<file path="src/include/pmw_pkg.sv">
// Package with constants, encodings and carrier types of the power mode and wake-up sequencer.
`default_nettype none
package pmw_pkg;
	// Register offsets of the plain register port.
	localparam logic [3:0] ADDR_MODE   = 4'h0;
	localparam logic [3:0] ADDR_WDCTRL = 4'h1;
	localparam logic [3:0] ADDR_STATUS = 4'h2;
	localparam logic [3:0] ADDR_STATE  = 4'h3;
	// Mode register field positions.
	localparam int MODE_DIV_LSB   = 5;
	localparam int MODE_FAST_BIT  = 4;
	localparam int MODE_LSRDY_BIT = 3;
	localparam int MODE_HSRDY_BIT = 2;
	localparam int MODE_IDLE_BIT  = 1;
	localparam int MODE_HSSEL_BIT = 0;
	// Watchdog control and status field positions.
	localparam int WD_KEEP_BIT = 0;
	localparam int WD_EN_BIT   = 1;
	localparam int WD_SUB_BIT  = 2;
	localparam int WD_LVDET_BIT = 3;
	localparam int ST_PD_BIT    = 0;
	localparam int ST_TMO_BIT   = 1;
	// Reset values.
	localparam logic [7:0] MODE_RESET   = 8'h01;
	localparam logic [7:0] WDCTRL_RESET = 8'h00;
	// Divider codes that select the low-speed clock.
	localparam logic [2:0] DIV_LOW_A = 3'h0;
	localparam logic [2:0] DIV_LOW_B = 3'h1;
	// Start-up counts in oscillator cycles.
	localparam logic [10:0] XTAL_START_CYC = 11'h400;
	localparam logic [10:0] RC_START_CYC   = 11'h00F;
	localparam logic [10:0] LSRC_START_CYC = 11'h001;
	localparam logic [10:0] SUB_WAKE_CYC   = 11'h001;

	typedef enum logic [1:0] {
		PMW_SRC_XTAL = 2'b00,
		PMW_SRC_EXT_RC = 2'b01,
		PMW_SRC_HS_RC  = 2'b10,
		PMW_SRC_LS_RC  = 2'b11
	} pmw_src_t;

	typedef enum logic [2:0] {
		PMW_RUN        = 3'b000,
		PMW_DEEP_STOP  = 3'b001,
		PMW_STOP_SUB   = 3'b010,
		PMW_IDLE_SUB   = 3'b011,
		PMW_IDLE_RUN   = 3'b100,
		PMW_WAKE_WAIT  = 3'b101,
		PMW_FAST_RUN   = 3'b110
	} pmw_state_t;

	typedef struct packed {
		logic sys_en;
		logic sys_on_sub;
		logic hs_osc_en;
		logic hs_div_en;
		logic tb_en;
		logic wd_en;
		logic wd_clear;
		logic cpu_run;
	} pmw_clk_ctrl_t;
endpackage
`default_nettype wire

</file>
<file path="src/hw/pmw_sequencer.sv">
// Operating-mode, halt and wake-up clock sequencer.
// Behaviour
// - Fast wake-up follows fast_wake_enable bit.
// - Fast wake only from sub-clock-alive stop states.
// - Crystal: run sub clock until 1024 cycles.
// - RC sources wait 15 or 1 cycles.
// - Deep stop (watchdog and detector off) means no fast wake.
// - Mode select bits switch; halt enters sleep.
// - Halt target from idle_select and idle_sysclk_keep.
// - Low clock use stops high oscillator, dividers.
// - Slow mode: select 0, divider 000/001.
// - Slow switch waits low oscillator ready flag.
// - Normal mode for other selections.
// - Halt, no watchdog or detector: deep stop.
// - Deep stop halts system, watchdog, time-base.
// - Deep stop clears then stops watchdog.
// - Sleep keeps memory, registers, port states.
// - Sleep sets power-down, clears timeout flag.
// - Halt with watchdog or detector: keep sub.
// - Keep-sub stop runs watchdog from sub clock.
// - Keep-sub entry clears, then continues watchdog.
// - Idle keeps or stops system clock.
// - High ready cleared at reset and stops.
//
// Our own choices: the address-and-strobe port and the register offsets.
`timescale 1ns/1ps
`default_nettype none
module pmw_sequencer #(
	parameter pmw_pkg::pmw_src_t SYS_SRC = pmw_pkg::PMW_SRC_XTAL
) (
	input  wire logic                   ref_clk,      // 125 MHz clock
	input  wire logic                   rst,          // synchronous reset, high
	input  wire logic [3:0]             reg_addr,     // register address
	input  wire logic [7:0]             reg_wdata,    // write data
	input  wire logic                   reg_wr,       // write strobe
	input  wire logic                   reg_rd,       // read strobe
	output logic      [7:0]             reg_rdata,    // read data, cycle after strobe
	input  wire logic                   halt_exec,    // halt instruction pulse from core
	input  wire logic                   wake_req,     // wake-up request level from core
	input  wire logic                   wd_timeout,   // watchdog time-out pulse
	input  wire logic                   hs_osc_tick,  // high-speed oscillator edge, from pin domain
	input  wire logic                   ls_osc_tick,  // low-speed oscillator edge, from pin domain
	output pmw_pkg::pmw_clk_ctrl_t      clk_ctrl,     // clock gating and selection controls
	output logic                        slow_mode,    // system clock taken from low clock
	output logic [2:0]                  power_state   // present power state code
);
	typedef struct packed {
		logic [7:0]          mode;
		logic [7:0]          wdctrl;
		logic                pd_flag;
		logic                to_flag;
		pmw_pkg::pmw_state_t st;
		logic [10:0]         cnt;
		logic                cnt_hs;
		logic                ls_ready;
		logic                slow_on;
		logic [7:0]          rdata;
		pmw_pkg::pmw_clk_ctrl_t ctrl;
		logic [1:0]          hs_sync;
		logic [1:0]          ls_sync;
		logic                hs_prev;
		logic                ls_prev;
	} pmw_state_reg_t;

	pmw_state_reg_t s;
	pmw_state_reg_t next_s;

	logic hs_edge;
	logic ls_edge;
	logic div_low;
	logic want_slow;
	logic wd_or_lvdet;
	logic [10:0] hs_start_cnt;
	logic fast_ok;
	logic cnt_tick;
	logic cnt_done;

	always_comb begin
		hs_edge   = s.hs_sync[1] & ~s.hs_prev;
		ls_edge   = s.ls_sync[1] & ~s.ls_prev;
		div_low   = (s.mode[pmw_pkg::MODE_DIV_LSB +: 3] == pmw_pkg::DIV_LOW_A) ||
		            (s.mode[pmw_pkg::MODE_DIV_LSB +: 3] == pmw_pkg::DIV_LOW_B);
		want_slow = ~s.mode[pmw_pkg::MODE_HSSEL_BIT] & div_low;
		wd_or_lvdet = s.wdctrl[pmw_pkg::WD_EN_BIT] | s.wdctrl[pmw_pkg::WD_LVDET_BIT];
		// Sub clock only survives in stop-keep-sub and idle-sub states.
		fast_ok   = s.mode[pmw_pkg::MODE_FAST_BIT] && SYS_SRC == pmw_pkg::PMW_SRC_XTAL &&
		            (s.st == pmw_pkg::PMW_STOP_SUB || s.st == pmw_pkg::PMW_IDLE_SUB);
		cnt_tick  = s.cnt_hs ? hs_edge : ls_edge;
		cnt_done  = cnt_tick && (s.cnt == 11'h001);
	end

	// Start-up wait of the high-speed source in its own cycles; shared by wake-up and the return from slow mode.
	always_comb begin
		case (SYS_SRC)
			pmw_pkg::PMW_SRC_XTAL:  hs_start_cnt = pmw_pkg::XTAL_START_CYC;
			pmw_pkg::PMW_SRC_LS_RC: hs_start_cnt = pmw_pkg::LSRC_START_CYC;
			default:                hs_start_cnt = pmw_pkg::RC_START_CYC;
		endcase
	end

	always_comb begin
		next_s = s;
		next_s.hs_sync = {s.hs_sync[0], hs_osc_tick};
		next_s.ls_sync = {s.ls_sync[0], ls_osc_tick};
		next_s.hs_prev = s.hs_sync[1];
		next_s.ls_prev = s.ls_sync[1];
		next_s.rdata   = 8'h00;
		next_s.ctrl.wd_clear = 1'b0;
		if (cnt_tick && s.cnt != 11'h000) begin
			next_s.cnt = s.cnt - 11'h001;
		end
		if (wd_timeout) begin
			next_s.to_flag = 1'b1;
		end

		if (reg_wr) begin
			case (reg_addr)
				pmw_pkg::ADDR_MODE: begin
					// Ready flags are hardware owned; software writes are dropped there.
					next_s.mode = {reg_wdata[7:4], s.mode[pmw_pkg::MODE_LSRDY_BIT],
					               s.mode[pmw_pkg::MODE_HSRDY_BIT], reg_wdata[1:0]};
				end
				pmw_pkg::ADDR_WDCTRL: begin
					next_s.wdctrl = {4'h0, reg_wdata[3:0]};
				end
				pmw_pkg::ADDR_STATUS: begin
					// Clearing the power-down flag mirrors the clear-watchdog instruction.
					if (reg_wdata[pmw_pkg::ST_PD_BIT]) begin
						next_s.pd_flag = 1'b0;
					end
					if (reg_wdata[pmw_pkg::ST_TMO_BIT] && !wd_timeout) begin
						next_s.to_flag = 1'b0;
					end
				end
				default: begin
				end
			endcase
		end
		if (reg_rd) begin
			case (reg_addr)
				pmw_pkg::ADDR_MODE:   next_s.rdata = s.mode;
				pmw_pkg::ADDR_WDCTRL: next_s.rdata = s.wdctrl;
				pmw_pkg::ADDR_STATUS: next_s.rdata = {6'h00, s.to_flag, s.pd_flag};
				pmw_pkg::ADDR_STATE:  next_s.rdata = {5'h00, s.st};
				default:              next_s.rdata = 8'h00;
			endcase
		end

		case (s.st)
			pmw_pkg::PMW_RUN: begin
				// Slow/normal switching in run; low clock only once stable.
				if (want_slow) begin
					// A finished high-speed wait leaves cnt_hs set, so the counter is free then too.
					if (!s.ls_ready && (s.cnt_hs || s.cnt == 11'h000)) begin
						next_s.cnt = pmw_pkg::XTAL_START_CYC;
						next_s.cnt_hs = 1'b0;
					end
					if ((cnt_done && !s.cnt_hs) || s.ls_ready) begin
						next_s.ls_ready = 1'b1;
						next_s.mode[pmw_pkg::MODE_LSRDY_BIT] = 1'b1;
						next_s.slow_on = 1'b1;
						next_s.ctrl.sys_on_sub = 1'b1;
						next_s.ctrl.hs_osc_en  = 1'b0;
						next_s.ctrl.hs_div_en  = 1'b0;
						next_s.mode[pmw_pkg::MODE_HSRDY_BIT] = 1'b0;
					end
				end else if (s.slow_on) begin
					// Back to normal: restart high oscillator, stay on sub clock until ready.
					if (!s.ctrl.hs_osc_en) begin
						next_s.ctrl.hs_osc_en = 1'b1;
						next_s.cnt    = hs_start_cnt;
						next_s.cnt_hs = 1'b1;
					end else if (cnt_done) begin
						next_s.mode[pmw_pkg::MODE_HSRDY_BIT] = 1'b1;
						next_s.ctrl.hs_div_en  = 1'b1;
						next_s.ctrl.sys_on_sub = 1'b0;
						next_s.slow_on = 1'b0;
					end
				end
				if (halt_exec) begin
					next_s.pd_flag = 1'b1;
					// A time-out in the halt cycle still wins over the clear.
					next_s.to_flag = wd_timeout;
					next_s.ctrl.cpu_run   = 1'b0;
					next_s.ctrl.wd_clear  = 1'b1;
					next_s.ctrl.tb_en     = 1'b0;
					if (s.mode[pmw_pkg::MODE_IDLE_BIT]) begin
						next_s.ctrl.tb_en = 1'b1;
						if (s.wdctrl[pmw_pkg::WD_KEEP_BIT]) begin
							next_s.st = pmw_pkg::PMW_IDLE_RUN;
						end else begin
							next_s.st = pmw_pkg::PMW_IDLE_SUB;
							next_s.ctrl.sys_en = 1'b0;
						end
					end else if (wd_or_lvdet) begin
						next_s.st = pmw_pkg::PMW_STOP_SUB;
						next_s.ctrl.sys_en = 1'b0;
						next_s.ctrl.wd_en  = s.wdctrl[pmw_pkg::WD_EN_BIT] & s.wdctrl[pmw_pkg::WD_SUB_BIT];
					end else begin
						next_s.st = pmw_pkg::PMW_DEEP_STOP;
						next_s.ctrl.sys_en = 1'b0;
						next_s.ctrl.wd_en  = 1'b0;
						next_s.ls_ready = 1'b0;
						next_s.mode[pmw_pkg::MODE_LSRDY_BIT] = 1'b0;
					end
					if (!s.mode[pmw_pkg::MODE_IDLE_BIT] || !s.wdctrl[pmw_pkg::WD_KEEP_BIT]) begin
						next_s.ctrl.hs_osc_en = 1'b0;
						next_s.ctrl.hs_div_en = 1'b0;
						next_s.mode[pmw_pkg::MODE_HSRDY_BIT] = 1'b0;
					end
				end
			end
			pmw_pkg::PMW_IDLE_RUN: begin
				if (wake_req) begin
					next_s.st = pmw_pkg::PMW_RUN;
					next_s.ctrl.cpu_run = 1'b1;
				end
			end
			pmw_pkg::PMW_DEEP_STOP, pmw_pkg::PMW_STOP_SUB, pmw_pkg::PMW_IDLE_SUB: begin
				// Memory, registers and ports are frozen simply by holding cpu_run low.
				if (wake_req) begin
					next_s.ctrl.tb_en = 1'b1;
					if (s.slow_on) begin
						next_s.st   = pmw_pkg::PMW_WAKE_WAIT;
						next_s.cnt  = pmw_pkg::SUB_WAKE_CYC;
						next_s.cnt_hs = 1'b0;
					end else begin
						next_s.ctrl.hs_osc_en = 1'b1;
						next_s.cnt_hs = 1'b1;
						next_s.cnt = hs_start_cnt;
						if (fast_ok) begin
							next_s.st = pmw_pkg::PMW_FAST_RUN;
							next_s.ctrl.sys_on_sub = 1'b1;
							next_s.ctrl.sys_en     = 1'b1;
							next_s.ctrl.cpu_run    = 1'b1;
						end else begin
							next_s.st = pmw_pkg::PMW_WAKE_WAIT;
						end
					end
					next_s.ctrl.wd_en = s.wdctrl[pmw_pkg::WD_EN_BIT];
				end
			end
			pmw_pkg::PMW_WAKE_WAIT: begin
				if (cnt_done) begin
					next_s.st = pmw_pkg::PMW_RUN;
					next_s.ctrl.sys_en  = 1'b1;
					next_s.ctrl.cpu_run = 1'b1;
					if (!s.slow_on) begin
						next_s.ctrl.hs_div_en = 1'b1;
						next_s.ctrl.sys_on_sub = 1'b0;
						next_s.mode[pmw_pkg::MODE_HSRDY_BIT] = 1'b1;
					end
				end
			end
			pmw_pkg::PMW_FAST_RUN: begin
				if (cnt_done) begin
					// The gating cell swaps sources only on a low phase of both clocks.
					next_s.st = pmw_pkg::PMW_RUN;
					next_s.ctrl.sys_on_sub = 1'b0;
					next_s.ctrl.hs_div_en  = 1'b1;
					next_s.mode[pmw_pkg::MODE_HSRDY_BIT] = 1'b1;
				end
			end
			default: begin
				next_s.st = pmw_pkg::PMW_RUN;
			end
		endcase
	end

	always_ff @(posedge ref_clk) begin
		if (rst) begin
			s <= '0;
			s.mode   <= pmw_pkg::MODE_RESET;
			s.wdctrl <= pmw_pkg::WDCTRL_RESET;
			s.st     <= pmw_pkg::PMW_WAKE_WAIT;
			s.cnt    <= pmw_pkg::XTAL_START_CYC;
			s.cnt_hs <= 1'b1;
			s.ctrl   <= '{sys_en: 1'b0, sys_on_sub: 1'b0, hs_osc_en: 1'b1, hs_div_en: 1'b0,
			              tb_en: 1'b1, wd_en: 1'b0, wd_clear: 1'b0, cpu_run: 1'b0};
		end else begin
			s <= next_s;
		end
	end

	always_comb begin
		reg_rdata   = s.rdata;
		clk_ctrl    = s.ctrl;
		slow_mode   = s.slow_on;
		power_state = s.st;
	end
endmodule
`default_nettype wire

</file>
<file path="config.mk">
export PLATFORM = sky130hd
export DESIGN_NAME = pmw_sequencer
export DESIGN_NICKNAME = d
export VERILOG_FILES = /design/src/include/pmw_pkg.sv /design/src/hw/pmw_sequencer.sv
export SDC_FILE = /design/constraint.sdc
export NUM_CORES = 1
export LEC_CHECK = 0
export ABC_AREA = 1
export BUFFER_PORTS_ARGS = -buffer_cell sky130_fd_sc_hd__buf_2
export CAP_MARGIN = 20
export CORE_MARGIN = 2
export CORE_UTILIZATION = 30
export DETAILED_ROUTE_END_ITERATION = 8
export SLEW_MARGIN = 10
export SYNTH_ARGS = -nofsm -noshare
export SYNTH_HDL_FRONTEND = slang
export SYNTH_SLANG_ARGS = --single-unit
</file>
<file path="constraint.sdc">
create_clock -name ref_clk -period 1.58 [get_ports ref_clk]
set_input_delay 0.237 -clock ref_clk [delete_from_list [all_inputs] [get_ports ref_clk]]
set_output_delay 0.237 -clock ref_clk [all_outputs]
set_load 0.03 [all_outputs]
</file>
==> qor.txt <==
IO Pins - 41
Period utilization - 94.6%
Die extent in y - 101 um
Routed len/inst - 12.2 um
# rows - 35
GRT overflow - 0
Number of synthesized register bits - 53
Clock Tree Root - clkbuf_8
Fmax achieved - 669 MHz
CTS Buffer Depth - 2
Post-Syn Area - 2800 sq um
Port bufs - 40
Hpwl dp - 5.20 mm
Finished Core Util - 36.1%
Htree depth - 2
VDD IR max - 0.407 mV
Nets - 463
Cell taking the most area after synthesis - dfxtp_1
Core area - 9150 sq um
Outcome - completed
DP Worst Slack - -0.883 ps
CP arrival - 1700 ps
Clk sinks - 53
Worst slew pin tran - 425 ps
Worst min path class - in -> reg
Diodes inserted - 0
Static leakage - 1.52 nW
Min Tclk post-route - 1500 ps
Total Wirelength - 6.72 mm
R2R depth - 10
Synth-to-layout area growth - 17.9%
Largest net degree at the start of global routing - 17
WS Path Type - reg -> reg
P per Cell Area - 1350 nW/um^2
TNS Setup - 0 ps
TritonCTS clock tree - built
DR vias/cell - 4.65
Fin area - 3300 sq um
Fillers - 958
Top Layer Used - met4
CP endpoint kind - flip-flop
Layout cells sized above 1 - 28.2%
CTS Buf Count - 5
Mapped Avg Cell Area - 7.07 sq um
DRT iter0 DRCs - 170
Final Skew - 15.1 ps
Seq/Total Area, Yosys - 37.9%
Slew Limit Fails - 0
Number of synthesis warnings - 0
Worst-path clk slew - 90 ps
Worst hold stages - 3
Vias in the first global route - 2361
CP Launch Type - flip-flop
Worst rel slew slack - 71.5%
First-pass GRT wire length - 10.9 mm
Wire length on met2 - 2.98 mm
Synth area leaders - dfxtp_1, nand2_1, inv_1
Synth top area share - 37.9%
Syn_nets - 420
Unrepaired setup endpoints after global routing - yes
All-Layer GR Usage - 13.4%
Worst hold slack - 137 ps
Placed Area - 3070 sq um
Clock latency on the worst-skew pair - 310 ps
Mapped Cells - 396
Final ANT Viol Nets - 0
CTS Hold Buffers Added - 0
Final setup viols - 0
Met3 routed WL - 256 um
Drt first pass iters - 4
RePlAce Congestion - 0.902
Die W - 101 um
Max cap viols - 0
Final setup margin - 84.7 ps
CP max FO - 5
Via Count - 2562
Initial core utilization - 30.6%
Die footprint - 10100 sq um
Critical Path RT - 1780 ps
Met1 Wirelength - 3.37 mm
DRC - 0
Fin. Hold Viols - 0
Unique masters post-synth - 33
Initial antenna violation count - 0
[where the power goes]
group / switching (W) / leakage (nW) / internal, W
Combinational: 0.00130 / 1.04 / 0.000702
Sequential: 0.000151 / 0.434 / 0.00153
Clock: 0.000447 / 0.0374 / 0.000313
[cells in the final DEF, fill, tap and decap left out, drive strengths merged]
cell / count
a211oi: 1
xor2: 3
ha: 3
o21ai: 24
buf: 60
nand3: 25
inv: 64
a221oi: 1
clkinvlp: 2
o211ai: 3
a31oi: 4
nor3: 10
nand4: 6
a21oi: 40
nor2: 50
clkbuf: 6
o22ai: 3
o221ai: 1
dfxtp: 53
nand2: 81
[worst paths after layout]
check / start / endpoint / slack (ps)
setup / recovery: s[27] / clk_ctrl[6] / 80
hold / removal: ls_osc_tick / next_s[3] / 140
setup reg to reg: s[27] / clk_ctrl[6] / 80
hold reg to reg: next_s[3] / next_s[0] / 400
[per-layer routing]
metal  track usage [%]  vias to the layer above
met3              2.70                        8
met4              4.43                        0
li1                  -                     1338
met1              18.2                     1173
met2              21.3                       43
met5                 0                        -
[synth_stat cells (all sizes together)]
library cell / count
inv: 64
nor3: 10
ha: 3
xor2: 3
dfxtp: 53
nand4: 6
o211ai: 3
a221oi: 1
a31oi: 4
buf: 21
nand3: 25
o22ai: 3
a21oi: 40
nand2: 81
o221ai: 1
clkbuf: 3
a211oi: 1
nor2: 50
o21ai: 24
[cells by family (layout without fill, tap and decap cells)]
kind of cell,Yosys count,after routing,share of synthesized area [%]
simple gates,172,172,29.0
compound gates,77,77,16.2
xor+xnor,3,3,0.939
fa+ha+maj,3,3,1.34
buf+inv,88,132,14.7
flops,53,53,37.9
[metrics by stage]
stage	total power, W	instances
2_1_floorplan	0.00320	396
3_3_place_gp	0.00354	536
3_5_place_dp	0.00357	536
4_1_cts	0.00435	547
5_1_grt	0.00478	551
6_report	0.00444	551
[flip-flops by register name, summed over array words and instances, names as in the netlist]
register     flops
power_state      3
s               29
slow_mode        1
reg_rdata        8
clk_ctrl         8
next_s           4
[final cells by class]
cell class              count  area [sq um]  share of cell area [%]
multi-input cells         255          1410                    42.6
flip-flops and latches     53          1070                    32.6
repair buffers             60           350                    10.6
inverters                  64           245                    7.43
well taps                 111           139                    4.21
clock buffers               6          72.6                    2.20
clock inverters             2          15.0                   0.455
[critical path, cell delays in order, from the launching register on]
cell     delay (ps)
dfxtp_4         370
nor2_4          170
nand2_2          90
a21oi_2         170
nand2_2         110
nand2_2          90
nand2_1          60
nor2_1           90
nand2_1          80
nor2_1          110
nor2_1           50
[timing repair]
| action | in CTS | in global routing |
|---|---|---|
| resized for setup | 0 | 31 |
| pin swaps | 1 | 9 |
| setup endpoints to repair | 4 | 24 |
| buffers inserted | 3 | 5 |
Note: power is estimated with default switching activity, not from simulation.
